===== src/rtl/link_cfg_pkg.sv =====
// Constants, register map and field layout for the serial link configuration and status slice
package link_cfg_pkg;

  // Register offsets as printed; the control register offset is locally assigned
  localparam logic [9:0] ADDR_DEVICE_IDENT = 10'h206;
  localparam logic [9:0] ADDR_FRAME_END = 10'h207;
  localparam logic [9:0] ADDR_STATUS = 10'h208;
  localparam logic [9:0] ADDR_CHAN_EN = 10'h209;
  localparam logic [9:0] ADDR_LINK_CTRL = 10'h2f0;

  // Values after reset, and the value read from unmapped offsets
  localparam logic [7:0] RST_DEVICE_IDENT = 8'h00;
  localparam logic [7:0] RST_FRAME_END = 8'h00;
  localparam logic [7:0] RST_CHAN_EN = 8'h03;
  localparam logic [7:0] RST_LINK_CTRL = 8'h00;
  localparam logic [7:0] RST_RDATA = 8'h00;
  localparam logic [7:0] UNMAPPED_READ = 8'h00;

  // Link control fields
  localparam int unsigned CTRL_LINK_EN_BIT = 0;
  localparam int unsigned CTRL_8B10B_BIT = 1;

  // Frame end comma select field
  localparam int unsigned FRAME_END_SEL_LSB = 0;
  localparam int unsigned FRAME_END_SEL_MSB = 1;

  // Status fields
  localparam int unsigned ST_LINK_UP_BIT = 6;
  localparam int unsigned ST_SYNC_LEVEL_BIT = 5;
  localparam int unsigned ST_REALIGNED_BIT = 4;
  localparam int unsigned ST_PHASE_SET_BIT = 3;
  localparam int unsigned ST_SER_LOCK_BIT = 2;
  localparam int unsigned ST_CONV_LOCK_BIT = 0;

  // Channel enable fields
  localparam int unsigned CH_ONE_CHANNEL_BIT = 2;
  localparam int unsigned CH_UPPER_PAIR_BIT = 1;
  localparam int unsigned CH_LOWER_PAIR_BIT = 0;

  // Control characters, 8-bit code before 10-bit encoding
  localparam logic [7:0] K28_7_CODE = 8'hfc;
  localparam logic [7:0] K28_1_CODE = 8'h3c;
  localparam logic [7:0] K28_5_CODE = 8'hbc;

  typedef enum logic [1:0] {
    COMMA_K28_7 = 2'h0,
    COMMA_K28_1 = 2'h1,
    COMMA_K28_5 = 2'h2,
    COMMA_RSVD = 2'h3
  } comma_sel_t;

endpackage : link_cfg_pkg


===== src/rtl/frame_end_inserter.sv =====
// Transmit octet path: device identifier slot and opportunistic end-of-frame comma
`timescale 1ns/1ps
module frame_end_inserter
  import link_cfg_pkg::*;
(
  input wire logic i_mclk,
  input wire logic i_rst,
  input wire logic i_link_8b10b,
  input wire logic [1:0] i_frame_end_sel,
  input wire logic [7:0] i_device_ident,
  input wire logic [7:0] i_octet,
  input wire logic i_octet_is_k,
  input wire logic i_frame_end_slot,
  input wire logic i_ident_slot,
  output logic [7:0] o_octet,
  output logic o_octet_is_k
);

  typedef struct packed {
    logic [7:0] octet;
    logic is_k;
  } ins_state_t;

  ins_state_t st_r;
  ins_state_t st_nxt;
  logic [7:0] comma_code;
  logic comma_valid;

  always_comb begin
    comma_code = K28_7_CODE;
    comma_valid = 1'b1;
    unique case (comma_sel_t'(i_frame_end_sel)) // RQ3
      COMMA_K28_7: comma_code = K28_7_CODE;
      COMMA_K28_1: comma_code = K28_1_CODE;
      COMMA_K28_5: comma_code = K28_5_CODE;
      COMMA_RSVD: comma_valid = 1'b0;
    endcase
  end

  always_comb begin
    st_nxt.octet = i_octet;
    st_nxt.is_k = i_octet_is_k;
    if (i_ident_slot) begin
      st_nxt.octet = i_device_ident; // RQ1
      st_nxt.is_k = 1'b0;
    end else if (i_frame_end_slot && i_link_8b10b && comma_valid) begin
      // Other encodings carry no frame end comma, the slot passes through
      st_nxt.octet = comma_code; // RQ4
      st_nxt.is_k = 1'b1;
    end
  end

  always_ff @(posedge i_mclk) begin
    if (i_rst) begin
      st_r <= '0;
    end else begin
      st_r <= st_nxt;
    end
  end

  assign o_octet = st_r.octet;
  assign o_octet_is_k = st_r.is_k;

endmodule : frame_end_inserter


===== src/rtl/jesd_link_config_status.sv =====
// Register slice for link identity, frame end comma, channel pairs and link status
//
// Summary of operation
// RQ1: Device identifier register is sent in the second alignment multiframe slot.
// RQ2: Software changes identifier and comma select only with link disabled.
// RQ3: Comma select: 0 K28.7, 1 K28.1, 2 K28.5, 3 reserved; resets 0.
// RQ4: Comma inserted opportunistically, only in 8B/10B modes; no effect otherwise.
// RQ5: Software picks K28.7 for standard receivers, 1 or 2 for generic ones.
// RQ6: Status bit 6 shows link up.
// RQ7: Status bit 5 shows SYNC~ level: 0 asserted, 1 deasserted.
// RQ8: Status bit 4 sticks on any SYSREF realignment; write one clears.
// RQ9: Status bit 3 sets on first SYSREF after enable; write one clears.
// RQ10: Status bit 2 shows serializer PLL lock.
// RQ11: Status bit 0 shows converter PLL lock.
// RQ12: Software writes zero to comma select bits 7:2.
// RQ13: Channel enable resets to 0x03: one-channel 0, upper 1, lower 1.
// RQ14: One-channel mode disables channels B, C, D; lower pair stays set.
// RQ15: Software clears calibration and link enables before changing channels.
// RQ16: Pair disabled halves converters, lanes ceil(L/2), odd count pads tail.
// RQ17: Writes to live status bits are ignored.
//
// The plain strobed port was decided locally.
`timescale 1ns/1ps
module jesd_link_config_status
  import link_cfg_pkg::*;
(
  input wire logic i_mclk,
  input wire logic i_rst,
  // Register port
  input wire logic [9:0] i_addr,
  input wire logic [7:0] i_wdata,
  input wire logic i_wr,
  input wire logic i_rd,
  output logic [7:0] o_rdata,
  // Live conditions
  input wire logic i_link_up,
  input wire logic i_sync_n_pin,
  input wire logic i_ser_pll_lock,
  input wire logic i_conv_pll_lock,
  input wire logic i_sysref_realign,
  input wire logic i_sysref_event,
  // Link geometry of the selected mode with all channels on
  input wire logic [4:0] i_full_conv_count,
  input wire logic [3:0] i_full_lane_count,
  // Transmit octet stream
  input wire logic [7:0] i_tx_octet,
  input wire logic i_tx_octet_is_k,
  input wire logic i_frame_end_slot,
  input wire logic i_ident_slot,
  output logic [7:0] o_tx_octet,
  output logic o_tx_octet_is_k,
  // Configuration to the datapath
  output logic o_serial_link_enable,
  output logic o_link_8b10b,
  output logic [7:0] o_link_device_ident,
  output logic [1:0] o_frame_end_comma_select,
  output logic [3:0] o_channel_enable,
  output logic [4:0] o_conv_count,
  output logic [3:0] o_lane_count,
  output logic o_tail_pad
);

  typedef struct packed {
    logic [7:0] link_ctrl;
    logic [7:0] device_ident;
    logic [7:0] frame_end;
    logic [7:0] chan_en;
    logic realigned;
    logic phase_set;
    logic armed;
    logic link_en_d;
    logic [2:0] pin_meta;
    logic [2:0] pin_sync;
    logic [7:0] rdata;
    logic [3:0] ch_on;
    logic [4:0] conv_cnt;
    logic [3:0] lane_cnt;
    logic tail_pad;
  } cfg_state_t;

  cfg_state_t st_r;
  cfg_state_t st_nxt;

  logic wr_status;
  logic enc_start;
  logic phase_hit;
  logic one_ch;
  logic upper_on;
  logic lower_on;
  logic reduced;
  logic [7:0] status_word;
  logic [4:0] lanes_half;

  always_comb begin
    st_nxt = st_r;

    // Pins from other domains: the first stage feeds only the second
    st_nxt.pin_meta = {i_sync_n_pin, i_ser_pll_lock, i_conv_pll_lock};
    st_nxt.pin_sync = st_r.pin_meta;

    // Configuration writes; the device does not police link-enable ordering
    if (i_wr) begin
      unique case (i_addr)
        ADDR_LINK_CTRL: st_nxt.link_ctrl = i_wdata;
        ADDR_DEVICE_IDENT: st_nxt.device_ident = i_wdata; // RQ1
        ADDR_FRAME_END: st_nxt.frame_end = i_wdata; // RQ3
        ADDR_CHAN_EN: st_nxt.chan_en = i_wdata;
        default: st_nxt.link_ctrl = st_r.link_ctrl;
      endcase
    end

    // Sticky SYSREF flags: a set in the cycle of a clearing write wins
    wr_status = i_wr && (i_addr == ADDR_STATUS);
    st_nxt.realigned = i_sysref_realign ||
      (st_r.realigned && !(wr_status && i_wdata[ST_REALIGNED_BIT])); // RQ8

    enc_start = st_r.link_ctrl[CTRL_LINK_EN_BIT] && !st_r.link_en_d;
    st_nxt.link_en_d = st_r.link_ctrl[CTRL_LINK_EN_BIT];
    phase_hit = i_sysref_event && (st_r.armed || enc_start);
    // Armed from encoder start until the first SYSREF; disabling disarms
    st_nxt.armed = st_r.link_ctrl[CTRL_LINK_EN_BIT] && !phase_hit &&
      (st_r.armed || enc_start); // RQ9
    st_nxt.phase_set = phase_hit ||
      (st_r.phase_set && !(wr_status && i_wdata[ST_PHASE_SET_BIT])); // RQ9

    // Live bits come from the sources or their sync stages, so status writes cannot touch them
    status_word = 8'h00; // RQ17
    status_word[ST_LINK_UP_BIT] = i_link_up; // RQ6
    status_word[ST_SYNC_LEVEL_BIT] = st_r.pin_sync[2]; // RQ7
    status_word[ST_REALIGNED_BIT] = st_r.realigned; // RQ8
    status_word[ST_PHASE_SET_BIT] = st_r.phase_set; // RQ9
    status_word[ST_SER_LOCK_BIT] = st_r.pin_sync[1]; // RQ10
    status_word[ST_CONV_LOCK_BIT] = st_r.pin_sync[0]; // RQ11

    // Read data stands only in the cycle after the strobe
    st_nxt.rdata = RST_RDATA;
    if (i_rd) begin
      unique case (i_addr)
        ADDR_LINK_CTRL: st_nxt.rdata = st_r.link_ctrl;
        ADDR_DEVICE_IDENT: st_nxt.rdata = st_r.device_ident;
        ADDR_FRAME_END: st_nxt.rdata = st_r.frame_end;
        ADDR_STATUS: st_nxt.rdata = status_word;
        ADDR_CHAN_EN: st_nxt.rdata = st_r.chan_en;
        default: st_nxt.rdata = UNMAPPED_READ;
      endcase
    end

    // Channel enables, bit order {D, C, B, A}
    one_ch = st_r.chan_en[CH_ONE_CHANNEL_BIT];
    upper_on = st_r.chan_en[CH_UPPER_PAIR_BIT];
    lower_on = st_r.chan_en[CH_LOWER_PAIR_BIT];
    if (one_ch) begin
      // Channel A stays on even if software left the lower pair cleared
      st_nxt.ch_on = 4'h1; // RQ14
    end else begin
      st_nxt.ch_on = {upper_on, upper_on, lower_on, lower_on};
    end

    // Link geometry shrinks when a pair is off
    reduced = one_ch || !upper_on || !lower_on;
    lanes_half = ({1'b0, i_full_lane_count} + 5'h01) >> 1;
    if (reduced) begin
      st_nxt.conv_cnt = {1'b0, i_full_conv_count[4:1]}; // RQ16
      st_nxt.lane_cnt = lanes_half[3:0]; // RQ16
      st_nxt.tail_pad = i_full_lane_count[0]; // RQ16
    end else begin
      st_nxt.conv_cnt = i_full_conv_count;
      st_nxt.lane_cnt = i_full_lane_count;
      st_nxt.tail_pad = 1'b0;
    end
  end

  always_ff @(posedge i_mclk) begin
    if (i_rst) begin
      st_r <= '0;
      st_r.link_ctrl <= RST_LINK_CTRL;
      st_r.device_ident <= RST_DEVICE_IDENT;
      st_r.frame_end <= RST_FRAME_END; // RQ3
      st_r.chan_en <= RST_CHAN_EN; // RQ13
      st_r.rdata <= RST_RDATA;
      st_r.ch_on <= 4'hf;
    end else begin
      st_r <= st_nxt;
    end
  end

  frame_end_inserter u_inserter (
    .i_mclk(i_mclk),
    .i_rst(i_rst),
    .i_link_8b10b(st_r.link_ctrl[CTRL_8B10B_BIT]),
    .i_frame_end_sel(st_r.frame_end[FRAME_END_SEL_MSB:FRAME_END_SEL_LSB]),
    .i_device_ident(st_r.device_ident),
    .i_octet(i_tx_octet),
    .i_octet_is_k(i_tx_octet_is_k),
    .i_frame_end_slot(i_frame_end_slot),
    .i_ident_slot(i_ident_slot),
    .o_octet(o_tx_octet),
    .o_octet_is_k(o_tx_octet_is_k)
  );

  assign o_rdata = st_r.rdata;
  assign o_serial_link_enable = st_r.link_ctrl[CTRL_LINK_EN_BIT];
  assign o_link_8b10b = st_r.link_ctrl[CTRL_8B10B_BIT];
  assign o_link_device_ident = st_r.device_ident;
  assign o_frame_end_comma_select = st_r.frame_end[FRAME_END_SEL_MSB:FRAME_END_SEL_LSB];
  assign o_channel_enable = st_r.ch_on;
  assign o_conv_count = st_r.conv_cnt;
  assign o_lane_count = st_r.lane_cnt;
  assign o_tail_pad = st_r.tail_pad;

endmodule : jesd_link_config_status


===== config.mk =====
export PLATFORM = sky130hd
export DESIGN_NAME = jesd_link_config_status
export DESIGN_NICKNAME = d
export VERILOG_FILES = /design/src/rtl/link_cfg_pkg.sv /design/src/rtl/frame_end_inserter.sv /design/src/rtl/jesd_link_config_status.sv
export SDC_FILE = /design/constraint.sdc
export NUM_CORES = 1
export LEC_CHECK = 0
export BUFFER_PORTS_ARGS = -buffer_cell sky130_fd_sc_hd__clkbuf_2
export CAP_MARGIN = 20
export CORE_MARGIN = 2
export CORE_UTILIZATION = 47
export CTS_BUF_LIST = sky130_fd_sc_hd__clkbuf_8 sky130_fd_sc_hd__clkbuf_16
export CTS_CLUSTER_SIZE = 30
export DETAILED_ROUTE_END_ITERATION = 6
export PLACE_DENSITY = 0.76
export SLEW_MARGIN = 20
export SYNTH_ARGS = -nofsm -noshare
export SYNTH_HDL_FRONTEND = slang
export SYNTH_SLANG_ARGS = --single-unit
export TNS_END_PERCENT = 1

===== constraint.sdc =====
create_clock -name i_mclk -period 1.86 [get_ports i_mclk]
set_clock_uncertainty 0.1 [all_clocks]
set_input_delay 0.186 -clock i_mclk [delete_from_list [all_inputs] [get_ports i_mclk]]
set_output_delay 0.186 -clock i_mclk [all_outputs]
set_load 0.02 [all_outputs]

==> results of run 1 <==
==> critical path, stage by stage, from the launching register on <==
cell	delay, ns
dfxtp_1	0.43
inv_1	0.10
and3_1	0.26
nand2_1	0.10
a21oi_1	0.06
dlygate4sd3_1	0.59
==> cell families after synthesis <==
group                      share of synthesized area (%)
and+or+nand+nor                                     19.3
DFF                                                 45.4
buffers and inverters                               11.2
AOI/OAI and AO/OA                                   9.80
muxes                                               12.9
adders and majority gates                           1.18
xor gates and xnor gates                           0.276
==> flip-flops by register name, summed over array words and instances, names as in the netlist <==
register                  cells
o_link_8b10b                  1
o_conv_count                  5
o_frame_end_comma_select      2
lower_on                      1
o_rdata                       8
o_tail_pad                    1
st_nxt                        3
one_ch                        1
o_channel_enable              3
st_r                         25
o_serial_link_enable          1
o_lane_count                  4
o_link_device_ident           8
u_inserter.o_octet            8
u_inserter.o_octet_is_k       1
==> layout by cell type (no fill, tap or decap), types with 3 or more instances in the layout <==
cell type      netlist  layout
dlygate4sd3_1        0      16
nor2b_1              8       8
nand3_1              3       3
o21ai_0             11      11
inv_1               14      15
clkbuf_2             1      90
a211oi_1             3       3
buf_12               0       4
mux2i_1             33      33
buf_4               31      10
a221oi_1             5       5
nand3b_1             4       4
nor4_4               3       3
dfxtp_1             72      72
mux2_2               7       7
nor3_1               5       5
and3_1               4       4
clkbuf_8             0      11
nand2_1             28      28
a32oi_1              4       4
a21oi_1             16      16
nor2_1              41      41
a22oi_1              6       6
ha_1                 3       3
==> per-layer routing <==
metal	GRT usage, %	wire length (um)	vias up
met1	25.2	3320	1217
met5	0	0	-
met4	7.53	92	0
met2	34.5	3610	70
met3	4.86	397	9
li1	-	-	1300
==> what timing repair did <==
action                                 4_1_cts  5_1_grt
hold buffers                                16        0
endpoints found under the hold margin       13        0
gates resized for setup                      0        0
setup endpoints to repair                    0        3
setup buffers                                0        1
==> final cells by class <==
class	count	share of cell area (%)
clock buffer	11	3.88
clock inverter	2	0.225
inverter	14	1.35
multi-input combinational	206	35.4
sequential	72	37.0
tap	77	2.47
timing repair buffer	120	19.6
==> final timing paths <==
path / from / end / cells after the start
hold reg to reg: st_nxt[23] / st_r[23] / 1
setup reg to reg: one_ch / o_conv_count[0] / 5
hold / removal: i_tx_octet[5] / u_inserter.o_octet[5] / 3
setup / recovery: one_ch / o_conv_count[0] / 5
==> power breakdown <==
group | internal, mW | switching, mW
combinational | 0.112 | 0.143
clock | 0.528 | 0.519
sequential | 1.57 | 0.00734
==> stage by stage <==
step | hold slack, ns | power, mW
5_1_grt | 0.0325 | 2.98
3_3_place_gp | 0.260 | 1.83
3_5_place_dp | 0.263 | 1.84
4_1_cts | 0.0137 | 2.90
6_report | 0.0276 | 2.88
2_1_floorplan | 0.158 | 1.74
==> results by group, run 1 <==
Run status
  – Status: finished clean

Die
  – Die Area: 0.00744 sq mm
  – Starting Density: 49.2%
  – Die Width: 86.2 um
  – Die height: 86.2 um
  – I/O pin total: 91
  – Area of the core: 0.00646 sq mm
  – Placement Rows: 29

Route
  – Final wirelength: 7420 um
  – Antenna viol nets, final: 0
  – DRT Pass-1 Iters: 4
  – WL/cell: 14.8 um
  – Remaining DRCs: 0
  – Drt first-iter violations: 114
  – Via Count: 2,596
  – Vias per cell: 5.17

Finish
  – Area of the multi-input gates: 0.00138 sq mm
  – Layout area overhead: 22.6%
  – Final Util: 60.3%
  – Nets: 474
  – Seq. cell area: 0.00144 sq mm
  – Diodes inserted: 0
  – Share of cells above drive strength 1: 30.8%
  – Fin cells: 502
  – Filler cell count in the final layout: 576
  – Final Cell Area: 0.00390 sq mm

Timing
  – Hold Violations, Final: 0
  – Relative slew slack: 47.2%
  – Worst Setup Slack, final: 0.100 ns
  – Max Slew Vio Count: 0
  – Setup TNS: 0 ns
  – RSZ-0062 raised after global routing: false
  – Period Utilization, post-route: 94.6%
  – # setup viols final: 0
  – Fmax: 0.568 GHz
  – Tmin final: 1.76 ns
  – Worst Tran Pin Value: 0.792 ns

Critical path
  – Critical path arrival: 1.88 ns
  – Worst Setup Start Kind: flop
  – Crit Path Class: flop to flop
  – Req. time, crit path: 1.98 ns
  – Flop2flop setup slack: 0.10 ns
  – CP Max Fanout: 7
  – Crit. End Element: flop

Global routing
  – First-pass GRT wire length: 11,700 um
  – Vias in the first global route: 2,487
  – GR Overflow Total: 0
  – Largest net degree at the start of global routing: 59
  – Overall global routing resource usage: 20.4%
  – Initial antenna violation count: 0

Clocking
  – Clock H-tree levels: 3
  – Clk pin slew, worst setup/hold paths: 0.07 ns
  – CTS tree: yes
  – CTS root buf: clkbuf_8
  – Clock latency at the later pin of the worst-skew pair: 0.34 ns
  – TritonCTS Buffers: 9
  – Bufs on Longest Clock Path: 2
  – CTS sink cnt: 72

Logic synthesis
  – Top-count cell post-synth: dfxtp_1
  – EDFF count, synth: 0
  – Syn_nets: 390
  – Syn Std Cell Area: 0.00318 sq mm
  – Register bit total from synthesis: 72
  – Largest area contributor in the netlist: dfxtp_1
  – Yosys cell types: 43
  – Predominant post-synthesis flop cell: dfxtp_1
  – Ys async rst share: 0%
  – Synth top area cells: dfxtp_1 (45%), mux2i_1 (10%), buf_4 (7.3%), nor2_1 (4.8%), nand2_1 (3.3%)
  – Ys Warns: 0
  – Post-synth top area share: 45.4%
  – Seq/Total Area, Yosys: 45.4%
  – Cells after synthesis: 339
  – Mean Syn Cell Area: 9.37 sq um
  – Most instantiated cells after synthesis: dfxtp_1 (72), nor2_1 (41), mux2i_1 (33), buf_4 (31), nand2_1 (28)

Placed design
  – Placed Area: 0.00357 sq mm
  – RePlAce Congestion: 0.871
  – DP Wirelength: 5180 um
  – Inst Count DP: 472
  – Buffers added on ports: 90
  – DP Worst Slack: -0.119 ns

Power and ir drop
  – Leak Pwr: 1.62 nW
  – Power per cell area: 739 mW/mm^2
  – VDD IR max: 378 uV

Run
  – Max-cap violations: 0

Hold path
  – Hold WC Path Type: input port to flop
Power figures use the tool's default switching activity.
==> run 2: changes to the inputs <==
- GPL_TIMING_DRIVEN: default -> 0
==> results by group, run 2 (synthesis results as in run 1) <==
Global routing
  – Vias in the first global route: 2,576 (was 2,487)
  – Initial antenna violation count: 0 (unchanged)
  – Overall global routing resource usage: 20.9% (was 20.4%)
  – First-pass GRT wire length: 12,100 um (was 11,700 um)
  – GR Overflow Total: 0 (unchanged)
  – Largest net degree at the start of global routing: 12 (was 59)

Route
  – Via Count: 2,741 (was 2,596)
  – Drt first-iter violations: 174 (was 114)
  – WL/cell: 14.2 um (was 14.8 um)
  – Final wirelength: 7590 um (was 7420 um)
  – DRT Pass-1 Iters: 4 (unchanged)
  – Remaining DRCs: 0 (unchanged)
  – Antenna viol nets, final: 0 (unchanged)
  – Vias per cell: 5.11 (was 5.17)

Power and ir drop
  – VDD IR max: 392 uV (was 378 uV)
  – Leak Pwr: 1.75 nW (was 1.62 nW)
  – Power per cell area: 731 mW/mm^2 (was 739 mW/mm^2)

Timing
  – Hold Violations, Final: 0 (unchanged)
  – # setup viols final: 0 (unchanged)
  – Fmax: 0.541 GHz (was 0.568 GHz)
  – Worst Setup Slack, final: 0.0129 ns (was 0.100 ns)
  – Worst Tran Pin Value: 0.783 ns (was 0.792 ns)
  – Relative slew slack: 47.4% (was 47.2%)
  – Max Slew Vio Count: 0 (unchanged)
  – Tightest hold margin: 0.0229 ns (was 0.0276 ns)
  – Period Utilization, post-route: 99.3% (was 94.6%)
  – RSZ-0062 raised after global routing: true (was false)
  – Tmin final: 1.85 ns (was 1.76 ns)

Clocking
  – Bufs on Longest Clock Path: 2 (unchanged)
  – CTS root buf: clkbuf_8 (unchanged)
  – Clock latency at the later pin of the worst-skew pair: 0.34 ns (about the same)
  – CTS sink cnt: 72 (unchanged)
  – Clk pin slew, worst setup/hold paths: 0.07 ns (about the same)
  – Clock H-tree levels: 3 (unchanged)
  – CTS tree: yes (unchanged)
  – TritonCTS Buffers: 9 (unchanged)

Critical path
  – Critical-path cell list: clkbuf_2 > or4_4 > buf_6 > nor4_4 > mux2i_1 > nor2_1 (was inv_1 > and3_1 > nand2_1 > a21oi_1 > dlygate4sd3_1)
  – CP Max Fanout: 8 (was 7)
  – Crit. End Element: flop (unchanged)
  – CP top delay family: simple AND/OR/NAND/NOR gates (was buffers and inverters)
  – Req. time, crit path: 1.97 ns (was 1.98 ns)
  – Crit Path Class: input port to flop (was flop to flop)
  – Worst path bufs/invs: 2 (unchanged)
  – CP peak stage delay: 0.66 ns (was 0.59 ns)
  – Critical path arrival: 1.96 ns (was 1.88 ns)
  – CP max-delay cell: nor4_4 (was dlygate4sd3_1)
  – Worst Setup Start Kind: input port (was flop)

Placed design
  – Inst Count DP: 503 (was 472)
  – DP Wirelength: 5450 um (was 5180 um)
  – Buffers added on ports: 87 (was 90)
  – DP Worst Slack: -0.589 ns (was -0.119 ns)
  – RePlAce Congestion: 0.850 (was 0.871)

Finish
  – Most frequent cells in the layout: clkbuf_2 (89), dfxtp_1 (71), nor2_1 (41) (was clkbuf_2 (90), dfxtp_1 (72), nor2_1 (41))
  – Most flop-heavy register: st_r (unchanged)
  – Diodes inserted: 0 (unchanged)
  – Commonest non-fill, non-tap cell in the layout: clkbuf_2 (unchanged)
  – Max reg flops: 25 (unchanged)
  – Share of cells above drive strength 1: 34.4% (was 30.8%)
  – Filler cell count in the final layout: 572 (was 576)
  – Layout area overhead: 29.1% (was 22.6%)
  – Nets: 505 (was 474)
  – Fin cells: 536 (was 502)
  – Final Util: 63.5% (was 60.3%)

Die
  – Starting Density: 49.2% (unchanged)
  – Die Area: 0.00744 sq mm (unchanged)
  – Area of the core: 0.00646 sq mm (unchanged)
  – Die height: 86.2 um (unchanged)
  – Die Width: 86.2 um (unchanged)
  – Placement Rows: 29 (unchanged)
  – I/O pin total: 91 (unchanged)

Run
  – Max-cap violations: 0 (unchanged)

Run status
  – Status: finished clean (unchanged)

Hold path
  – Hold WC Path Type: input port to flop (unchanged)
run 2: final timing paths:
kind | startpoint | endpoint | slack, ns | cells after the start
setup reg to reg | lower_on | o_conv_count[0] | 0.14 | 4
hold reg to reg | st_nxt[23] | st_r[23] | 0.34 | 1
hold / removal | i_full_lane_count[3] | o_lane_count[3] | 0.02 | 2
setup / recovery | i_addr[4] | o_link_device_ident[1] | 0.01 | 6
run 2: worst reg2reg max path: cells and delay by family, from the launching register on:
family | cells | cell delay [ns]
DFF | 1 | 0.44
and+or+nand+nor | 2 | 0.47
AOI/OAI and AO/OA | 1 | 0.07
buffers and inverters | 1 | 0.55
run 2: area by class of cell:
class | count | area, sq um | area share [%]
timing repair buffer | 104 | 616 | 15.0
multi-input combinational | 206 | 1410 | 34.3
inverter | 14 | 52.6 | 1.28
clock inverter | 4 | 18.8 | 0.458
tap | 77 | 96.3 | 2.35
sequential | 72 | 1440 | 35.2
buffer | 47 | 305 | 7.44
clock buffer | 12 | 165 | 4.03
run 2: per-stage QoR:
step	total power, mW	cell area [sq um]	setup TNS (ns)
global route	3.11	4100	-0.509
CTS	3.00	4070	0
finish	3.00	4100	0
floorplan	1.74	3180	-0.0874
global placement	1.85	3710	-12.18
detailed placement	1.85	3710	-13.71
run 2: metal layers:
layer / global-route usage (%) / vias up / wire length, um
met2: 35.4 / 81 / 3670
met5: 0 / - / 0
met3: 3.62 / 12 / 447
li1: - / 1363 / -
met4: 8.95 / 0 / 125
met1: 26.2 / 1285 / 3340
run 2: what timing repair did:
item | in CTS | in global routing
setup endpoints to repair | 8 | 27
hold buffers | 16 | 0
pin swaps | 0 | 3
endpoints found under the hold margin | 14 | 0
gates resized for setup | 3 | 6
buffers inserted | 0 | 1
run 2: power breakdown:
| part | internal [mW] | switching, mW | total, mW |
|---|---|---|---|
| combinational | 0.122 | 0.149 | 0.271 |
| clock | 0.583 | 0.569 | 1.15 |
| sequential | 1.57 | 0.00708 | 1.58 |
